### src/pkg/obc_pkg.sv
/*
 Package for the overtravel and brake control block: register offsets,
 field positions, reset values, stop-method codes and timing counts.
 Assumes a 50 MHz ref_clk and a 32-bit classic Wishbone register bus.
*/
`default_nettype none
package obc_pkg;
    localparam int CLK_HZ = 50_000_000;
    // Register byte offsets
    localparam logic [7:0] REG_OT_ENABLE = 8'h00;
    localparam logic [7:0] REG_STOP_SEL = 8'h04;
    localparam logic [7:0] REG_TORQUE_LIM = 8'h08;
    localparam logic [7:0] REG_OUT_ALLOC = 8'h0c;
    localparam logic [7:0] REG_WAIT_SPEED = 8'h10;
    localparam logic [7:0] REG_WAIT_TIME = 8'h14;
    localparam logic [7:0] REG_CONTROL = 8'h18;
    localparam logic [7:0] REG_STATUS = 8'h1c;
    localparam logic [7:0] REG_SPEED = 8'h20;
    // Field positions and allocation digit count
    localparam int OTE_FWD_BIT = 4;
    localparam int OTE_REV_BIT = 8;
    localparam int CTL_SERVO_ON_BIT = 0;
    localparam int CTL_POS_MODE_BIT = 1;
    localparam int CTL_RELOAD_BIT = 2;
    localparam int ALLOC_DIGITS = 3;
    // Reset values, torque cap and brake allocation code
    localparam logic [15:0] OT_ENABLE_RST = 16'h0000;
    localparam logic [15:0] STOP_SEL_RST = 16'h0000;
    localparam logic [15:0] TORQUE_LIM_RST = 16'h012c;
    localparam logic [15:0] TORQUE_LIM_MAX = 16'h012c;
    localparam logic [15:0] OUT_ALLOC_RST = 16'h0210;
    localparam logic [15:0] WAIT_SPEED_RST = 16'h0064;
    localparam logic [15:0] WAIT_TIME_RST = 16'h0032;
    localparam logic [3:0] ALLOC_BRAKE = 4'h4;
    // Brake waiting time counts in 10 ms units
    localparam int WAIT_UNIT_MS = 10;
    localparam int WAIT_UNIT_CYC = CLK_HZ / 1000 * WAIT_UNIT_MS;
    // Stop methods
    typedef enum logic [2:0] {
        OBC_SM_DB = 3'h0, OBC_SM_COAST = 3'h1, OBC_SM_PLUG_DB_COAST = 3'h2,
        OBC_SM_PLUG_CO_COAST = 3'h3, OBC_SM_PLUG_DB_CLAMP = 3'h4,
        OBC_SM_PLUG_CO_CLAMP = 3'h5
    } obc_stop_t;
    // Drive states, Gray coded along run -> stopping -> stopped
    typedef enum logic [1:0] {
        OBC_RUN = 2'b00, OBC_STOPPING = 2'b01, OBC_STOPPED = 2'b11,
        OBC_IDLE = 2'b10
    } obc_state_t;
endpackage
`default_nettype wire

### src/obc_overtravel_brake.sv
/*
 Overtravel and holding-brake control for a servo drive, with a classic
 Wishbone slave for its parameters. Assumes limit inputs are asynchronous
 pins, speed and direction come from the drive's own logic on ref_clk.
*/
// Operation
// RULE_01: Forward limit low allows forward motion; high blocks it.
// RULE_02: Reverse limit low allows reverse motion; high blocks it.
// RULE_03: Motion away from an active limit stays allowed during overtravel.
// RULE_04: Overtravel stop keeps position error; the clear input discards it.
// RULE_05: One enable digit makes the forward limit ignored entirely.
// RULE_06: Another enable digit makes the reverse limit ignored entirely.
// RULE_07: Enable and stop method changes apply only after a power reload.
// RULE_08: Method zero: dynamic brake on servo off and overtravel, then coast.
// RULE_09: Method one: coast to stop like servo off, then coast.
// RULE_10: Methods 2-5 plug brake on overtravel; servo off and after vary.
// RULE_11: Zero clamp holds the motor with a position loop around zero.
// RULE_12: Plug braking torque capped by percent limit, 0 to 300, default 300.
// RULE_13: Brake interlock low releases the brake, high applies it.
// RULE_14: Brake interlock reaches no terminal until allocated.
// RULE_15: Speed-loop controller: servo off, zero reference while braked.
// RULE_16: Position-loop controller avoids mechanical brake while servolocked.
// RULE_17: Controller uses the holding brake only to hold a stopped motor.
// RULE_18: Allocation digit value four routes the brake to that terminal pair.
// RULE_19: After servo off, brake applies below wait speed or after wait time.
// RULE_20: Limit inputs pass two synchronising flip-flops before use.
`default_nettype none
module obc_overtravel_brake #(
    parameter int WAIT_UNIT_CYC = obc_pkg::WAIT_UNIT_CYC
) (
    input wire logic ref_clk,
    input wire logic rst,
    input wire logic wb_cyc_i,
    input wire logic wb_stb_i,
    input wire logic wb_we_i,
    input wire logic [7:0] wb_adr_i,
    input wire logic [3:0] wb_sel_i,
    input wire logic [31:0] wb_dat_i,
    output logic [31:0] wb_dat_o,
    output logic wb_ack_o,
    input wire logic forward_limit_in,
    input wire logic reverse_limit_in,
    input wire logic error_pulse_clear_in,
    input wire logic fwd_request,
    input wire logic rev_request,
    input wire logic [15:0] motor_speed,
    output logic fwd_allow,
    output logic rev_allow,
    output logic short_circuit_braking,
    output logic plug_braking,
    output logic [15:0] torque_limit,
    output logic power_on,
    output logic zero_clamp,
    output logic hold_error,
    output logic [2:0] out_terminal,
    output logic [2:0] out_terminal_oe
);
    logic [15:0] ot_enable_q, stop_sel_q, torque_q, alloc_q;
    logic [15:0] wspeed_q, wtime_q;
    logic [15:0] ot_enable_act_q, stop_sel_act_q;
    logic servo_on_q, pos_mode_q;
    logic [1:0] fwd_sync_q, rev_sync_q;
    obc_pkg::obc_state_t state_q;
    logic ot_stop_q;
    logic [31:0] unit_cnt_q;
    logic [15:0] wait_cnt_q;
    logic brake_q;
    logic wr, rd_hit;
    logic fwd_ot, rev_ot, ot_move;
    obc_pkg::obc_stop_t method;
    logic servo_off_db, after_clamp;
    logic [15:0] ctl_word, stat_word;

    assign wr = wb_cyc_i & wb_stb_i & wb_we_i & ~wb_ack_o;

    // Two-stage synchronisers; only the second stage is read
    always_ff @(posedge ref_clk or posedge rst) begin
        if (rst) begin
            fwd_sync_q <= 2'h0;
            rev_sync_q <= 2'h0;
        end else begin
            fwd_sync_q <= {fwd_sync_q[0], forward_limit_in}; // [RULE_20]
            rev_sync_q <= {rev_sync_q[0], reverse_limit_in}; // [RULE_20]
        end
    end

    // A disabled limit is forced inactive
    assign fwd_ot = fwd_sync_q[1] &
        ~ot_enable_act_q[obc_pkg::OTE_FWD_BIT]; // [RULE_01] [RULE_05]
    assign rev_ot = rev_sync_q[1] &
        ~ot_enable_act_q[obc_pkg::OTE_REV_BIT]; // [RULE_02] [RULE_06]
    // Overtravel only stops the motor if it moves into the limit
    assign ot_move = (fwd_ot & fwd_request) | (rev_ot & rev_request);
    assign method = obc_pkg::obc_stop_t'(stop_sel_act_q[2:0]);
    assign servo_off_db = (method == obc_pkg::OBC_SM_DB) |
        (method == obc_pkg::OBC_SM_PLUG_DB_COAST) |
        (method == obc_pkg::OBC_SM_PLUG_DB_CLAMP);
    assign after_clamp = (method == obc_pkg::OBC_SM_PLUG_DB_CLAMP) |
        (method == obc_pkg::OBC_SM_PLUG_CO_CLAMP);

    // Register writes
    always_ff @(posedge ref_clk or posedge rst) begin
        if (rst) begin
            ot_enable_q <= obc_pkg::OT_ENABLE_RST;
            stop_sel_q <= obc_pkg::STOP_SEL_RST;
            torque_q <= obc_pkg::TORQUE_LIM_RST;
            alloc_q <= obc_pkg::OUT_ALLOC_RST;
            wspeed_q <= obc_pkg::WAIT_SPEED_RST;
            wtime_q <= obc_pkg::WAIT_TIME_RST;
            servo_on_q <= 1'b0;
            pos_mode_q <= 1'b0;
        end else if (wr) begin
            case (wb_adr_i)
                obc_pkg::REG_OT_ENABLE: begin
                    if (wb_sel_i[0]) ot_enable_q[7:0] <= wb_dat_i[7:0];
                    if (wb_sel_i[1]) ot_enable_q[15:8] <= wb_dat_i[15:8];
                end
                obc_pkg::REG_STOP_SEL: begin
                    if (wb_sel_i[0]) stop_sel_q[7:0] <= wb_dat_i[7:0];
                    if (wb_sel_i[1]) stop_sel_q[15:8] <= wb_dat_i[15:8];
                end
                obc_pkg::REG_TORQUE_LIM: begin
                    if (wb_sel_i[0]) torque_q[7:0] <= wb_dat_i[7:0];
                    if (wb_sel_i[1]) torque_q[15:8] <= wb_dat_i[15:8];
                end
                obc_pkg::REG_OUT_ALLOC: begin
                    if (wb_sel_i[0]) alloc_q[7:0] <= wb_dat_i[7:0];
                    if (wb_sel_i[1]) alloc_q[15:8] <= wb_dat_i[15:8];
                end
                obc_pkg::REG_WAIT_SPEED: begin
                    if (wb_sel_i[0]) wspeed_q[7:0] <= wb_dat_i[7:0];
                    if (wb_sel_i[1]) wspeed_q[15:8] <= wb_dat_i[15:8];
                end
                obc_pkg::REG_WAIT_TIME: begin
                    if (wb_sel_i[0]) wtime_q[7:0] <= wb_dat_i[7:0];
                    if (wb_sel_i[1]) wtime_q[15:8] <= wb_dat_i[15:8];
                end
                obc_pkg::REG_CONTROL: begin
                    if (wb_sel_i[0]) begin
                        servo_on_q <= wb_dat_i[obc_pkg::CTL_SERVO_ON_BIT];
                        pos_mode_q <= wb_dat_i[obc_pkg::CTL_POS_MODE_BIT];
                    end
                end
                default: begin
                end
            endcase
        end
    end

    // Active copies load at reset or on the reload strobe, which stands in
    // for a power cycle; live writes to those two registers alone never change behaviour
    always_ff @(posedge ref_clk or posedge rst) begin
        if (rst) begin
            ot_enable_act_q <= obc_pkg::OT_ENABLE_RST;
            stop_sel_act_q <= obc_pkg::STOP_SEL_RST;
        end else if (wr && wb_adr_i == obc_pkg::REG_CONTROL && wb_sel_i[0]
                     && wb_dat_i[obc_pkg::CTL_RELOAD_BIT]) begin
            ot_enable_act_q <= ot_enable_q; // [RULE_07]
            stop_sel_act_q <= stop_sel_q; // [RULE_07]
        end
    end

    // Stop sequencing
    always_ff @(posedge ref_clk or posedge rst) begin
        if (rst) begin
            state_q <= obc_pkg::OBC_IDLE;
            ot_stop_q <= 1'b0;
        end else begin
            case (state_q)
                obc_pkg::OBC_IDLE: begin
                    if (servo_on_q) state_q <= obc_pkg::OBC_RUN;
                end
                obc_pkg::OBC_RUN: begin
                    if (!servo_on_q) begin
                        state_q <= obc_pkg::OBC_STOPPING;
                        ot_stop_q <= 1'b0;
                    end else if (ot_move) begin
                        state_q <= obc_pkg::OBC_STOPPING;
                        ot_stop_q <= 1'b1;
                    end
                end
                obc_pkg::OBC_STOPPING: begin
                    if (motor_speed == 16'h0000)
                        state_q <= obc_pkg::OBC_STOPPED;
                end
                obc_pkg::OBC_STOPPED: begin
                    // Overtravel stop resumes once the request leaves the limit
                    if (!servo_on_q) begin
                        state_q <= obc_pkg::OBC_IDLE;
                    end else if (ot_stop_q && !ot_move) begin
                        state_q <= obc_pkg::OBC_RUN; // [RULE_03]
                        ot_stop_q <= 1'b0;
                    end
                end
                default: state_q <= obc_pkg::OBC_IDLE;
            endcase
        end
    end

    // Braking outputs per stop method
    always_ff @(posedge ref_clk or posedge rst) begin
        if (rst) begin
            short_circuit_braking <= 1'b0;
            plug_braking <= 1'b0;
            power_on <= 1'b0;
            zero_clamp <= 1'b0;
            torque_limit <= obc_pkg::TORQUE_LIM_RST;
        end else begin
            short_circuit_braking <= 1'b0;
            plug_braking <= 1'b0;
            power_on <= state_q == obc_pkg::OBC_RUN;
            zero_clamp <= 1'b0;
            torque_limit <= torque_q > obc_pkg::TORQUE_LIM_MAX ?
                obc_pkg::TORQUE_LIM_MAX : torque_q; // [RULE_12]
            if (state_q == obc_pkg::OBC_STOPPING) begin
                if (ot_stop_q &&
                    method >= obc_pkg::OBC_SM_PLUG_DB_COAST) begin
                    plug_braking <= 1'b1; // [RULE_10] [RULE_12]
                    power_on <= 1'b1;
                end else if (ot_stop_q) begin
                    short_circuit_braking <=
                        method == obc_pkg::OBC_SM_DB; // [RULE_08] [RULE_09]
                end else begin
                    short_circuit_braking <= servo_off_db; // [RULE_10]
                end
            end
            // Clamp after an overtravel stop keeps the loop closed on zero
            if (state_q == obc_pkg::OBC_STOPPED && ot_stop_q &&
                after_clamp) begin
                zero_clamp <= 1'b1; // [RULE_10] [RULE_11]
                power_on <= 1'b1;
            end
        end
    end

    // Motion permission and position error hold
    always_ff @(posedge ref_clk or posedge rst) begin
        if (rst) begin
            fwd_allow <= 1'b0;
            rev_allow <= 1'b0;
            hold_error <= 1'b0;
        end else begin
            fwd_allow <= ~fwd_ot & (state_q == obc_pkg::OBC_RUN); // [RULE_01]
            rev_allow <= ~rev_ot & (state_q == obc_pkg::OBC_RUN); // [RULE_02]
            // Set wins over a clear arriving in the same cycle
            if (state_q == obc_pkg::OBC_STOPPING && ot_stop_q && pos_mode_q)
                hold_error <= 1'b1; // [RULE_04]
            else if (error_pulse_clear_in)
                hold_error <= 1'b0; // [RULE_04]
        end
    end

    // Brake waiting timer in 10 ms units after servo off
    always_ff @(posedge ref_clk or posedge rst) begin
        if (rst) begin
            unit_cnt_q <= 32'h0;
            wait_cnt_q <= 16'h0;
            brake_q <= 1'b1;
        end else if (servo_on_q) begin
            unit_cnt_q <= 32'h0;
            wait_cnt_q <= 16'h0;
            brake_q <= 1'b0;
        end else if (!brake_q) begin
            if (unit_cnt_q == 32'(WAIT_UNIT_CYC - 1)) begin
                unit_cnt_q <= 32'h0;
                wait_cnt_q <= wait_cnt_q + 16'h1;
            end else begin
                unit_cnt_q <= unit_cnt_q + 32'h1;
            end
            if (motor_speed < wspeed_q || wait_cnt_q >= wtime_q)
                brake_q <= 1'b1; // [RULE_19]
        end
    end

    // Terminal drive: a digit equal to four carries the interlock there
    always_ff @(posedge ref_clk or posedge rst) begin
        if (rst) begin
            out_terminal <= 3'h0;
            out_terminal_oe <= 3'h0;
        end else begin
            for (int i = 0; i < obc_pkg::ALLOC_DIGITS; i++) begin
                out_terminal_oe[i] <= // [RULE_14] [RULE_18]
                    alloc_q[4*i +: 4] == obc_pkg::ALLOC_BRAKE;
                out_terminal[i] <= alloc_q[4*i +: 4] == obc_pkg::ALLOC_BRAKE
                    ? brake_q : 1'b0; // [RULE_13] [RULE_18]
            end
        end
    end

    assign ctl_word = {13'h0, 1'b0, pos_mode_q, servo_on_q};
    assign stat_word = {8'h0, brake_q, hold_error, zero_clamp, ot_stop_q,
                        rev_ot, fwd_ot, state_q};
    assign rd_hit = wb_cyc_i & wb_stb_i & ~wb_we_i & ~wb_ack_o;

    // Wishbone answer one cycle after the request; unmapped reads give zero
    always_ff @(posedge ref_clk or posedge rst) begin
        if (rst) begin
            wb_ack_o <= 1'b0;
            wb_dat_o <= 32'h0;
        end else begin
            wb_ack_o <= wb_cyc_i & wb_stb_i & ~wb_ack_o;
            if (rd_hit) begin
                case (wb_adr_i)
                    obc_pkg::REG_OT_ENABLE: wb_dat_o <= {16'h0, ot_enable_q};
                    obc_pkg::REG_STOP_SEL: wb_dat_o <= {16'h0, stop_sel_q};
                    obc_pkg::REG_TORQUE_LIM: wb_dat_o <= {16'h0, torque_q};
                    obc_pkg::REG_OUT_ALLOC: wb_dat_o <= {16'h0, alloc_q};
                    obc_pkg::REG_WAIT_SPEED: wb_dat_o <= {16'h0, wspeed_q};
                    obc_pkg::REG_WAIT_TIME: wb_dat_o <= {16'h0, wtime_q};
                    obc_pkg::REG_CONTROL: wb_dat_o <= {16'h0, ctl_word};
                    obc_pkg::REG_STATUS: wb_dat_o <= {16'h0, stat_word};
                    obc_pkg::REG_SPEED: wb_dat_o <= {16'h0, motor_speed};
                    default: wb_dat_o <= 32'h0;
                endcase
            end
        end
    end
endmodule // obc_overtravel_brake
`default_nettype wire

### config.mk
export PLATFORM = sky130hd
export DESIGN_NAME = obc_overtravel_brake
export DESIGN_NICKNAME = d
export VERILOG_FILES = /design/src/pkg/obc_pkg.sv /design/src/obc_overtravel_brake.sv
export SDC_FILE = /design/constraint.sdc
export NUM_CORES = 1
export LEC_CHECK = 0
export ABC_AREA = 1
export BUFFER_PORTS_ARGS = -buffer_cell sky130_fd_sc_hd__buf_2
export CAP_MARGIN = 20
export CORE_MARGIN = 4
export CORE_UTILIZATION = 31
export CTS_CLUSTER_SIZE = 28
export DETAILED_ROUTE_END_ITERATION = 12
export SYNTH_ARGS = -nofsm -noshare
export SYNTH_HDL_FRONTEND = slang
export SYNTH_SLANG_ARGS = --single-unit
### constraint.sdc
create_clock -name ref_clk -period 8.4 [get_ports ref_clk]
set_input_delay 0.84 -clock ref_clk [delete_from_list [all_inputs] [get_ports ref_clk]]
set_output_delay 0.84 -clock ref_clk [all_outputs]
set_load 0.1 [all_outputs]
==> metrics, run 1 <==
status completed; arrival time worst endpoint 2.82 ns; worst skew pair latency 0.54 ns; placed insts 1965; pin count of the biggest net entering global routing 138; Die Ht 196 um; warnings from Yosys 0; Post-Route WL 31500 um; Die X 196 um; R2R Setup Slk 6.00 ns; Slew HR 0.322; TritonCTS Sinks 205; RSZ-0062 raised after global routing no; gr ovfl total 0; ys flop type dfrtp_1; Top delay family on crit path flip-flops; Seq cells post-synth 205; Post-synth EDFFs 0; postcts setup bufs 0; top cells by count, synth 476 x nand2_1, 187 x dfrtp_1, 156 x nor2_1; top post-synthesis cells by area dfrtp_1 43%, nand2_1 16%, o21ai_0 6.4%, nor2_1 5.3%, inv_1 5.0%; Critical Path RT 8.82 ns; nets 1641; setup_tns 0 ns; Hold WS 0.352 ns; hold buffers post-CTS 0; H-Tree Level Count 1; Row Count 68; vias 9574; CP cell instances inv_1, nand2_2, nand2_2, nand2_1, nand2_1; HPWL Detailed 22800 um; n_diodes 0; crit path max fanout 24; routed vias/inst 4.76; P_leak 6.21 nW; Die Area 38400 um2; mean routed wirelength per cell 15.6 um; total power draw 2.22 mW; Layout Cells excl Fill 2012; Slew @ Worst Pin 1.02 ns; Yosys top cell area share 0.427; Reg clk slew, reported paths 0.06 ns; Netlist cell types 42; slowest cell on the critical path dfrtp_1; CTS tree yes; drt initial violations 698; Routed Antenna Nets 0; Worst Setup End Kind register; Top Ports 132; Worst IR Drop VDD 0.000117 V; maxcap violations 0; CP max stage delay 0.88 ns; worst hold endpoint rev_sync_q[1]; CP Launch Type register; vias in the first global route 9245; Setup Skew 0.0208 ns; area leader, netlist dfrtp_1; ratio of cells with drive above 1 in the final layout 0.137; post-CTS resize count 0; DRT Pass-1 Iters 5; CP bufs+invs 1; Worst Reg-to-Reg Cells 5; synthesized area 11000 um2; Starting Density 0.316; port bufs 97; Worst R2R End wait_cnt_q[10]; final routed DRC violation total 0; CTS Root Cell clkbuf_16; PwrDens 176 nW/um2; sequential area share after synthesis 0.470; syn_area_per_cell 7.63 um2; cells after synthesis 1437; P&R area growth vs syn 15.3%; Hold Crit Depth 0; Placement Cell Area 11800 um2; Design Area, Final 12600 um2; WS Path Type reg2reg; TritonCTS Buffers 25; Total GRT Usage 0.162; CORE AREA 34700 um2; FF-to-FF Start servo_on_q; fin crit share 0.286; shortest period the worst path allows 2.40 ns; Fmax 0.416 GHz; Slew Limit Fails 0; Hold WC Path Type reg2reg; first-pass GRT wire length 50600 um; CTS max path bufs 3; final hold viol count 0; GP Congestion 0.886; start point of the worst hold path rev_sync_q[0]; Post-synth ARST share 1.00; cell with the most instances after synthesis nand2_1; # setup viols final 0; initial antenna violation count 1; Fillers 3717
[metal layers]
layer	vias up	global-route usage	wire (um)
met3	66	0.0295	1800
met5	-	0	13
met2	243	0.260	14400
met4	2	0.0450	843
li1	4718	-	-
met1	4545	0.225	14400
[per-stage QoR]
step	setup slack, ns	utilization
final	6.00	0.364
after floorplan	1.99	-
after detailed placement	5.68	0.340
after CTS	6.00	0.364
after global routing	5.73	0.364
after global placement	5.68	0.340
[worst max path at each step]
stage	from	end	slack, ns	depth (start not counted)
floorplan	rst	alloc_q[0]	1.99	1
global placement	rst	wtime_q[2]	5.68	3
detailed placement	rst	torque_limit[13]	5.68	3
CTS	servo_on_q	wait_cnt_q[6]	6.00	5
global route	servo_on_q	wait_cnt_q[15]	5.73	5
finish	servo_on_q	wait_cnt_q[10]	6.00	5
[state kept, by name (all words and copies together), names as in the netlist, 3 cells and up]
| name | cells |
|---|---|
| ot_enable_q | 16 |
| stop_sel_act_q | 3 |
| wtime_q | 16 |
| out_terminal_oe | 3 |
| unit_cnt_q | 32 |
| alloc_q | 16 |
| wb_dat_o | 16 |
| torque_q | 16 |
| wait_cnt_q | 16 |
| stop_sel_q | 16 |
| torque_limit | 16 |
| wspeed_q | 16 |
| out_terminal | 3 |
[worst register-to-register path, delay by kind of cell (launching register included)]
| family | cells | cell delay, ns |
|---|---|---|
| simple gates | 4 | 0.81 |
| buf+inv | 1 | 0.59 |
| flops | 1 | 0.88 |
[power breakdown]
group	switching [mW]	leakage, nW	internal, mW	total, mW
logic	0.120	3.06	0.0232	0.143
registers	0.00463	2.76	0.997	1.00
clock network	0.448	0.392	0.632	1.08
[area by class of cell]
cell class | count | area (um2) | area share
tap | 455 | 569 | 0.0450
sequential | 205 | 5150 | 0.408
clock inverter | 12 | 130 | 0.0103
clock buffer | 34 | 679 | 0.0538
multi-input combinational | 1048 | 4980 | 0.394
timing repair buffer | 101 | 519 | 0.0411
inverter | 157 | 603 | 0.0477
[cells by family after synthesis]
logic type | after synthesis | synth area share
multiplexers | 2 | 0.00205
XOR/XNOR | 20 | 0.0160
buffers and inverters | 206 | 0.0826
flip-flops | 205 | 0.470
adder cells (fa/ha/maj) | 33 | 0.0377
other | 1 | 0.000342
AO/OA/AOI/OAI | 174 | 0.0804
AND/OR/NAND/NOR | 796 | 0.311
[cell usage in the layout, fill, tap and decap left out, drive strengths merged]
| cell | instances |
|---|---|
| a21oi | 23 |
| a32oi | 1 |
| and2 | 2 |
| and3 | 1 |
| buf | 101 |
| bufinv | 2 |
| clkbuf | 34 |
| clkinv | 8 |
| clkinvlp | 2 |
| conb | 23 |
| dfrtp | 187 |
| dfstp | 18 |
| ha | 33 |
| inv | 157 |
| mux2 | 2 |
| nand2 | 492 |
| nand3 | 63 |
| nand3b | 2 |
| nand4 | 25 |
| nor2 | 169 |
| nor3 | 33 |
| nor3b | 1 |
| nor4 | 6 |
| o21ai | 149 |
| o21bai | 1 |
| or2 | 2 |
| xnor2 | 1 |
| xor2 | 19 |
No activity file was read; power rests on OpenSTA's default activity.
==> run 2: changes to the inputs <==
==> constraint.sdc (replaced) <==
create_clock -name ref_clk -period 2.2 [get_ports ref_clk]
set_input_delay 0.22 -clock ref_clk [delete_from_list [all_inputs] [get_ports ref_clk]]
set_output_delay 0.22 -clock ref_clk [all_outputs]
set_load 0.1 [all_outputs]
==> run 2 against run 1 <==
First-iteration DRC count is 16% higher. Cell area increased by 2.6%. Clock skew decreased by 0.0086 ns. Sequential share of layout area shrank 1.0 points. Die area unchanged. Clock power rose to 4.2 times the previous value. Combinational power increased to 4.0 times the previous value. Wire length rose by 0.15%. Worst hold slack worse by 0.29 ns. Via count up 1.2%.
==> metrics, run 2 (same netlist as run 1, synthesis figures left out) <==
CP Launch Type register (unchanged); port bufs 97 (unchanged); Row Count 68 (unchanged); Die Ht 196 um (unchanged); mean routed wirelength per cell 15.5 um (was 15.6 um); shortest period the worst path allows 1.92 ns (was 2.40 ns); total power draw 8.95 mW (was 2.22 mW); fin crit share 0.873 (was 0.286); Fillers 3695 (was 3717); max reg flops 32 (unchanged); Top Ports 132 (unchanged); RSZ-0062 raised after global routing no (unchanged); final routed DRC violation total 0 (unchanged); P&R area growth vs syn 18.4% (was 15.3%); Hold WC Path Type in2reg (was reg2reg); CTS max path bufs 3 (unchanged); WS Path Type reg2reg (unchanged); Slew HR 0.510 (was 0.322); most frequent cells in the layout 476 x nand2_1, 187 x dfrtp_1, 156 x nor2_1 (unchanged); Die Area 38400 um2 (unchanged); Fmax 0.521 GHz (was 0.416 GHz); maxcap violations 0 (unchanged); Setup Skew 0.0122 ns (was 0.0208 ns); Hold Crit Depth 3 (was 0); Worst Setup End Kind register (unchanged); Worst Reg-to-Reg Cells 10 (was 5); most common cell after layout, fill and taps aside nand2_1 (unchanged); Post-Route WL 31500 um (about the same); first-pass GRT wire length 51400 um (was 50600 um); CORE AREA 34700 um2 (unchanged); Die X 196 um (unchanged); vias in the first global route 9474 (was 9245); Total GRT Usage 0.163 (was 0.162); Starting Density 0.316 (unchanged); Finished Core Util 0.374 (was 0.364); nets 1663 (was 1641); GP Congestion 0.892 (was 0.886); Slew @ Worst Pin 0.734 ns (was 1.02 ns); status completed (unchanged); Hold WS 0.0603 ns (was 0.352 ns); Routed Antenna Nets 0 (unchanged); initial antenna violation count 0 (was 1); Slew Limit Fails 0 (unchanged); H-Tree Level Count 1 (unchanged); pin count of the biggest net entering global routing 67 (was 138); drt initial violations 810 (was 698); DRT Pass-1 Iters 5 (unchanged); Worst IR Drop VDD 0.000658 V (was 0.000117 V); TritonCTS Buffers 26 (was 25); final hold viol count 0 (unchanged); CTS Root Cell clkbuf_16 (unchanged); TritonCTS Sinks 205 (unchanged); routed vias/inst 4.76 (about the same); Critical Path RT 2.61 ns (was 8.82 ns); Largest Register unit_cnt_q (unchanged); ratio of cells with drive above 1 in the final layout 0.148 (was 0.137); n_diodes 0 (unchanged); CTS tree yes (unchanged); FF+latch area 5150 um2 (unchanged); gr ovfl total 0 (unchanged); PwrDens 690 nW/um2 (was 176 nW/um2); arrival time worst endpoint 2.34 ns (was 2.82 ns); vias 9685 (was 9574); crit path max fanout 24 (unchanged); P_leak 6.37 nW (was 6.21 nW); worst skew pair latency 0.53 ns (was 0.54 ns); Reg clk slew, reported paths 0.06 ns (about the same); area of the multi-input gates 4980 um2 (unchanged); # setup viols final 0 (unchanged); HPWL Detailed 23600 um (was 22800 um)
-- run 2: cell count changes in the layout (fill, tap and decap cells not counted), sizes merged --
cell	previous run	this run
inv	157	156
buf	101	116
clkinv	8	5
clkinvlp	2	6
bufinv	2	4
dlygate4sd3	0	6
-- run 2: routing by layer --
| metal | vias up | track usage | wire length [um] |
|---|---|---|---|
| li1 | 4759 | - | - |
| met1 | 4562 | 0.225 | 14200 |
| met2 | 311 | 0.265 | 14600 |
| met3 | 53 | 0.0301 | 2070 |
| met4 | 0 | 0.0437 | 733 |
| met5 | - | 0 | 0 |
-- run 2: what timing repair did --
item / CTS / global route
hold buffers: 6 / 0
hold endpoints to repair: 16 / 0
buffers inserted: 0 / 0
gates resized for setup: 0 / 0
endpoints found under the setup margin: 0 / 0
-- run 2: power by group --
part / internal (mW) / switching [mW]
clock network: 2.82 / 1.73
logic: 0.113 / 0.461
registers: 3.81 / 0.0174
total: 6.74 / 2.21
-- run 2: metrics by stage --
stage               instances  worst slack, ns  setup TNS [ns]  cell area (um2)
floorplan                1459           -0.664         -124.09            11000
global placement         1981            0.340               0            12000
detailed placement       1981            0.298               0            12000
CTS                      2035            0.276               0            13000
global route             2035            0.115               0            13000
finish                   2035            0.279               0            13000
-- run 2: critical path, stage by stage (launching register included) --
cell,delay [ns]
dfrtp_1,0.37
ha_1,0.18
nand2_2,0.10
nor2_4,0.13
nand4_1,0.09
nor2_1,0.15
nand2_1,0.13
nand2_2,0.11
nand2_2,0.32
nand2_1,0.16
nand2_1,0.06
-- run 2: layout make-up --
type / count / area share
repair buffers: 122 / 0.0569
flip-flops and latches: 205 / 0.397
well taps: 455 / 0.0439
inverters: 157 / 0.0462
multi-input cells: 1048 / 0.384
clock inverters: 14 / 0.0152
clock buffers: 34 / 0.0563
-- run 2: path summary, 6_finish.rpt --
path,to,slack (ns),start
hold / removal,alloc_q[14],0.06,wb_dat_i[14]
hold reg to reg,fwd_sync_q[1],0.35,fwd_sync_q[0]
min in group asynchronous,unit_cnt_q[1],0.27,rst
setup reg to reg,wait_cnt_q[15],0.28,unit_cnt_q[0]
max in group asynchronous,alloc_q[9],1.18,rst
setup / recovery,wait_cnt_q[15],0.28,unit_cnt_q[0]
==> run 3: changes to the inputs <==
--- a/config.mk
+++ b/config.mk
@@ -12,6 +12,7 @@
 export CORE_UTILIZATION = 31
 export CTS_CLUSTER_SIZE = 28
 export DETAILED_ROUTE_END_ITERATION = 12
+export REMOVE_ABC_BUFFERS = 1
 export SYNTH_ARGS = -nofsm -noshare
 export SYNTH_HDL_FRONTEND = slang
 export SYNTH_SLANG_ARGS = --single-unit
==> run 3 against run 2 <==
Setup slack worse by 0.12 ns. Via count down 0.92%. Critical path depth down 1. Die area is the same. Combinational power hardly changed. Sequential cell count unchanged. Worst hold slack lost 0.041 ns. Clock skew up 0.0027 ns. Sequential power about the same. Non-clock buffer count is 6 higher.
==> metrics, run 3 (same netlist as run 1, synthesis figures left out) <==
CTS max path bufs 3 (unchanged); initial antenna violation count 0 (unchanged); shortest period the worst path allows 2.04 ns (was 1.92 ns); TritonCTS Sinks 205 (unchanged); gr ovfl total 0 (unchanged); first-pass GRT wire length 50400 um (was 51400 um); Die X 196 um (unchanged); final worst slack 0.162 ns (was 0.279 ns); Critical Path RT 2.64 ns (was 2.61 ns); nets 1670 (was 1663); drt initial violations 654 (was 810); vias in the first global route 9455 (was 9474); RSZ-0062 raised after global routing no (unchanged); Layout Cells excl Fill 2043 (was 2035); placed insts 1984 (was 1981); total power draw 9.03 mW (was 8.95 mW); Hold WC Path Type in2reg (unchanged); final routed DRC violation total 0 (unchanged); P&R area growth vs syn 18.9% (was 18.4%); fin crit share 0.926 (was 0.873); worst skew pair latency 0.56 ns (was 0.53 ns); port bufs 97 (unchanged); PwrDens 693 nW/um2 (was 690 nW/um2); P_leak 6.42 nW (was 6.37 nW); Post-Route WL 31300 um (was 31500 um); Worst Setup End Kind register (unchanged); Setup Skew 0.0150 ns (was 0.0122 ns); H-Tree Level Count 1 (unchanged); slowest cell on the critical path dlygate4sd3_1 (was dfrtp_1); Design Area, Final 13000 um2 (about the same); final hold viol count 0 (unchanged); WS Path Type in2reg (was reg2reg); routed vias/inst 4.70 (was 4.76); vias 9596 (was 9685); most frequent cells in the layout 475 x nand2_1, 187 x dfrtp_1, 156 x nor2_1 (was 476 x nand2_1, 187 x dfrtp_1, 156 x nor2_1); mean routed wirelength per cell 15.3 um (was 15.5 um); max reg flops 32 (unchanged); ratio of cells with drive above 1 in the final layout 0.150 (was 0.148); Placement Cell Area 12000 um2 (about the same); Slew Limit Fails 0 (unchanged); arrival time worst endpoint 2.48 ns (was 2.34 ns); Worst IR Drop VDD 0.000528 V (was 0.000658 V); crit path max fanout 8 (was 24); CP Launch Type input port (was register); CP max stage delay 0.57 ns (was 0.37 ns); CP cell instances dlygate4sd3_1, buf_2, nand2_1, dlygate4sd3_1, nor2_2, nand3_1, inv_2, nand3_2, mux2_2 (was ha_1, nand2_2, nor2_4, nand4_1, nor2_1, nand2_1, nand2_2, nand2_2, nand2_1, nand2_1); Row Count 68 (unchanged); Top Ports 132 (unchanged); Slew HR 0.501 (was 0.510); CTS Root Cell clkbuf_16 (unchanged); Reg clk slew, reported paths 0.06 ns (about the same); CTS tree yes (unchanged); Slew @ Worst Pin 0.748 ns (was 0.734 ns); Largest Register unit_cnt_q (unchanged); HPWL Detailed 22900 um (was 23600 um); pin count of the biggest net entering global routing 54 (was 67); n_diodes 0 (unchanged); Starting Density 0.316 (unchanged); Die Ht 196 um (unchanged); TritonCTS Buffers 27 (was 26); DRT Pass-1 Iters 5 (unchanged); Total GRT Usage 0.161 (was 0.163); Die Area 38400 um2 (unchanged); maxcap violations 0 (unchanged); postcts setup bufs 0 (unchanged); status completed (unchanged); Fmax 0.491 GHz (was 0.521 GHz); Routed Antenna Nets 0 (unchanged); GP Congestion 0.865 (was 0.892); Hold WS 0.0196 ns (was 0.0603 ns); most common cell after layout, fill and taps aside nand2_1 (unchanged); CP most frequent cell dlygate4sd3_1; # setup viols final 0 (unchanged); CORE AREA 34700 um2 (unchanged); Setup WS pre-CTS 0.309 ns (was 0.298 ns)
-- run 3: cell count changes in the layout (fill, tap and decap cells not counted), sizes merged --
cell         before  now
buf             116  119
clkbuf           34   36
clkinv            5    7
clkinvlp          6    1
dlygate4sd3       6    9
inv             156  159
-- run 3: worst max-delay path, delay by kind of cell --
family | cells | cell delay, ns
buffers and inverters | 4 | 1.45
and+or+nand+nor | 4 | 0.49
muxes | 1 | 0.31
-- run 3: layer usage --
metal / share of wire / up-vias / GRT usage
li1: - / 4776 / -
met1: 0.45 / 4504 / 0.218
met2: 0.47 / 248 / 0.267
met3: 0.054 / 68 / 0.0266
met4: 0.030 / 0 / 0.0484
met5: 0 / - / 0
-- run 3: worst paths after layout --
check	start	cells after the start	endpoint	slack [ns]
max in group asynchronous	rst	4	brake_q	1.25
max reg2reg	brake_q	6	unit_cnt_q[14]	0.31
max	wb_cyc_i	9	ot_enable_act_q[8]	0.16
min reg2reg	fwd_sync_q[0]	0	fwd_sync_q[1]	0.35
min	wb_dat_i[3]	3	alloc_q[3]	0.02
min in group asynchronous	rst	3	rev_allow	0.22
-- run 3: power breakdown --
part           total, mW  internal, mW  switching [mW]
Sequential          3.82          3.81          0.0165
Clock               4.64          2.86            1.78
Combinational      0.572         0.114           0.459
-- run 3: cell type report --
cell class / count / area (um2)
Clock inverter: 14 / 201
Tap cell: 455 / 569
Sequential cell: 205 / 5150
Clock buffer: 36 / 739
Timing Repair Buffer: 128 / 778
Fill cell: 3673 / 21700
Multi-Input combinational cell: 1048 / 4990
Inverter: 157 / 603
-- run 3: timing repair --
action	4_1_cts	5_1_grt
hold buffers	9	0
gates resized for setup	0	2
setup endpoints to repair	0	33
endpoints found under the hold margin	52	0
-- run 3: stage by stage --
stage | utilization | setup TNS (ns)
finish | 0.375 | 0
global route | 0.375 | 0
CTS | 0.375 | 0
detailed placement | 0.346 | 0
global placement | 0.346 | 0
floorplan | - | -707.03
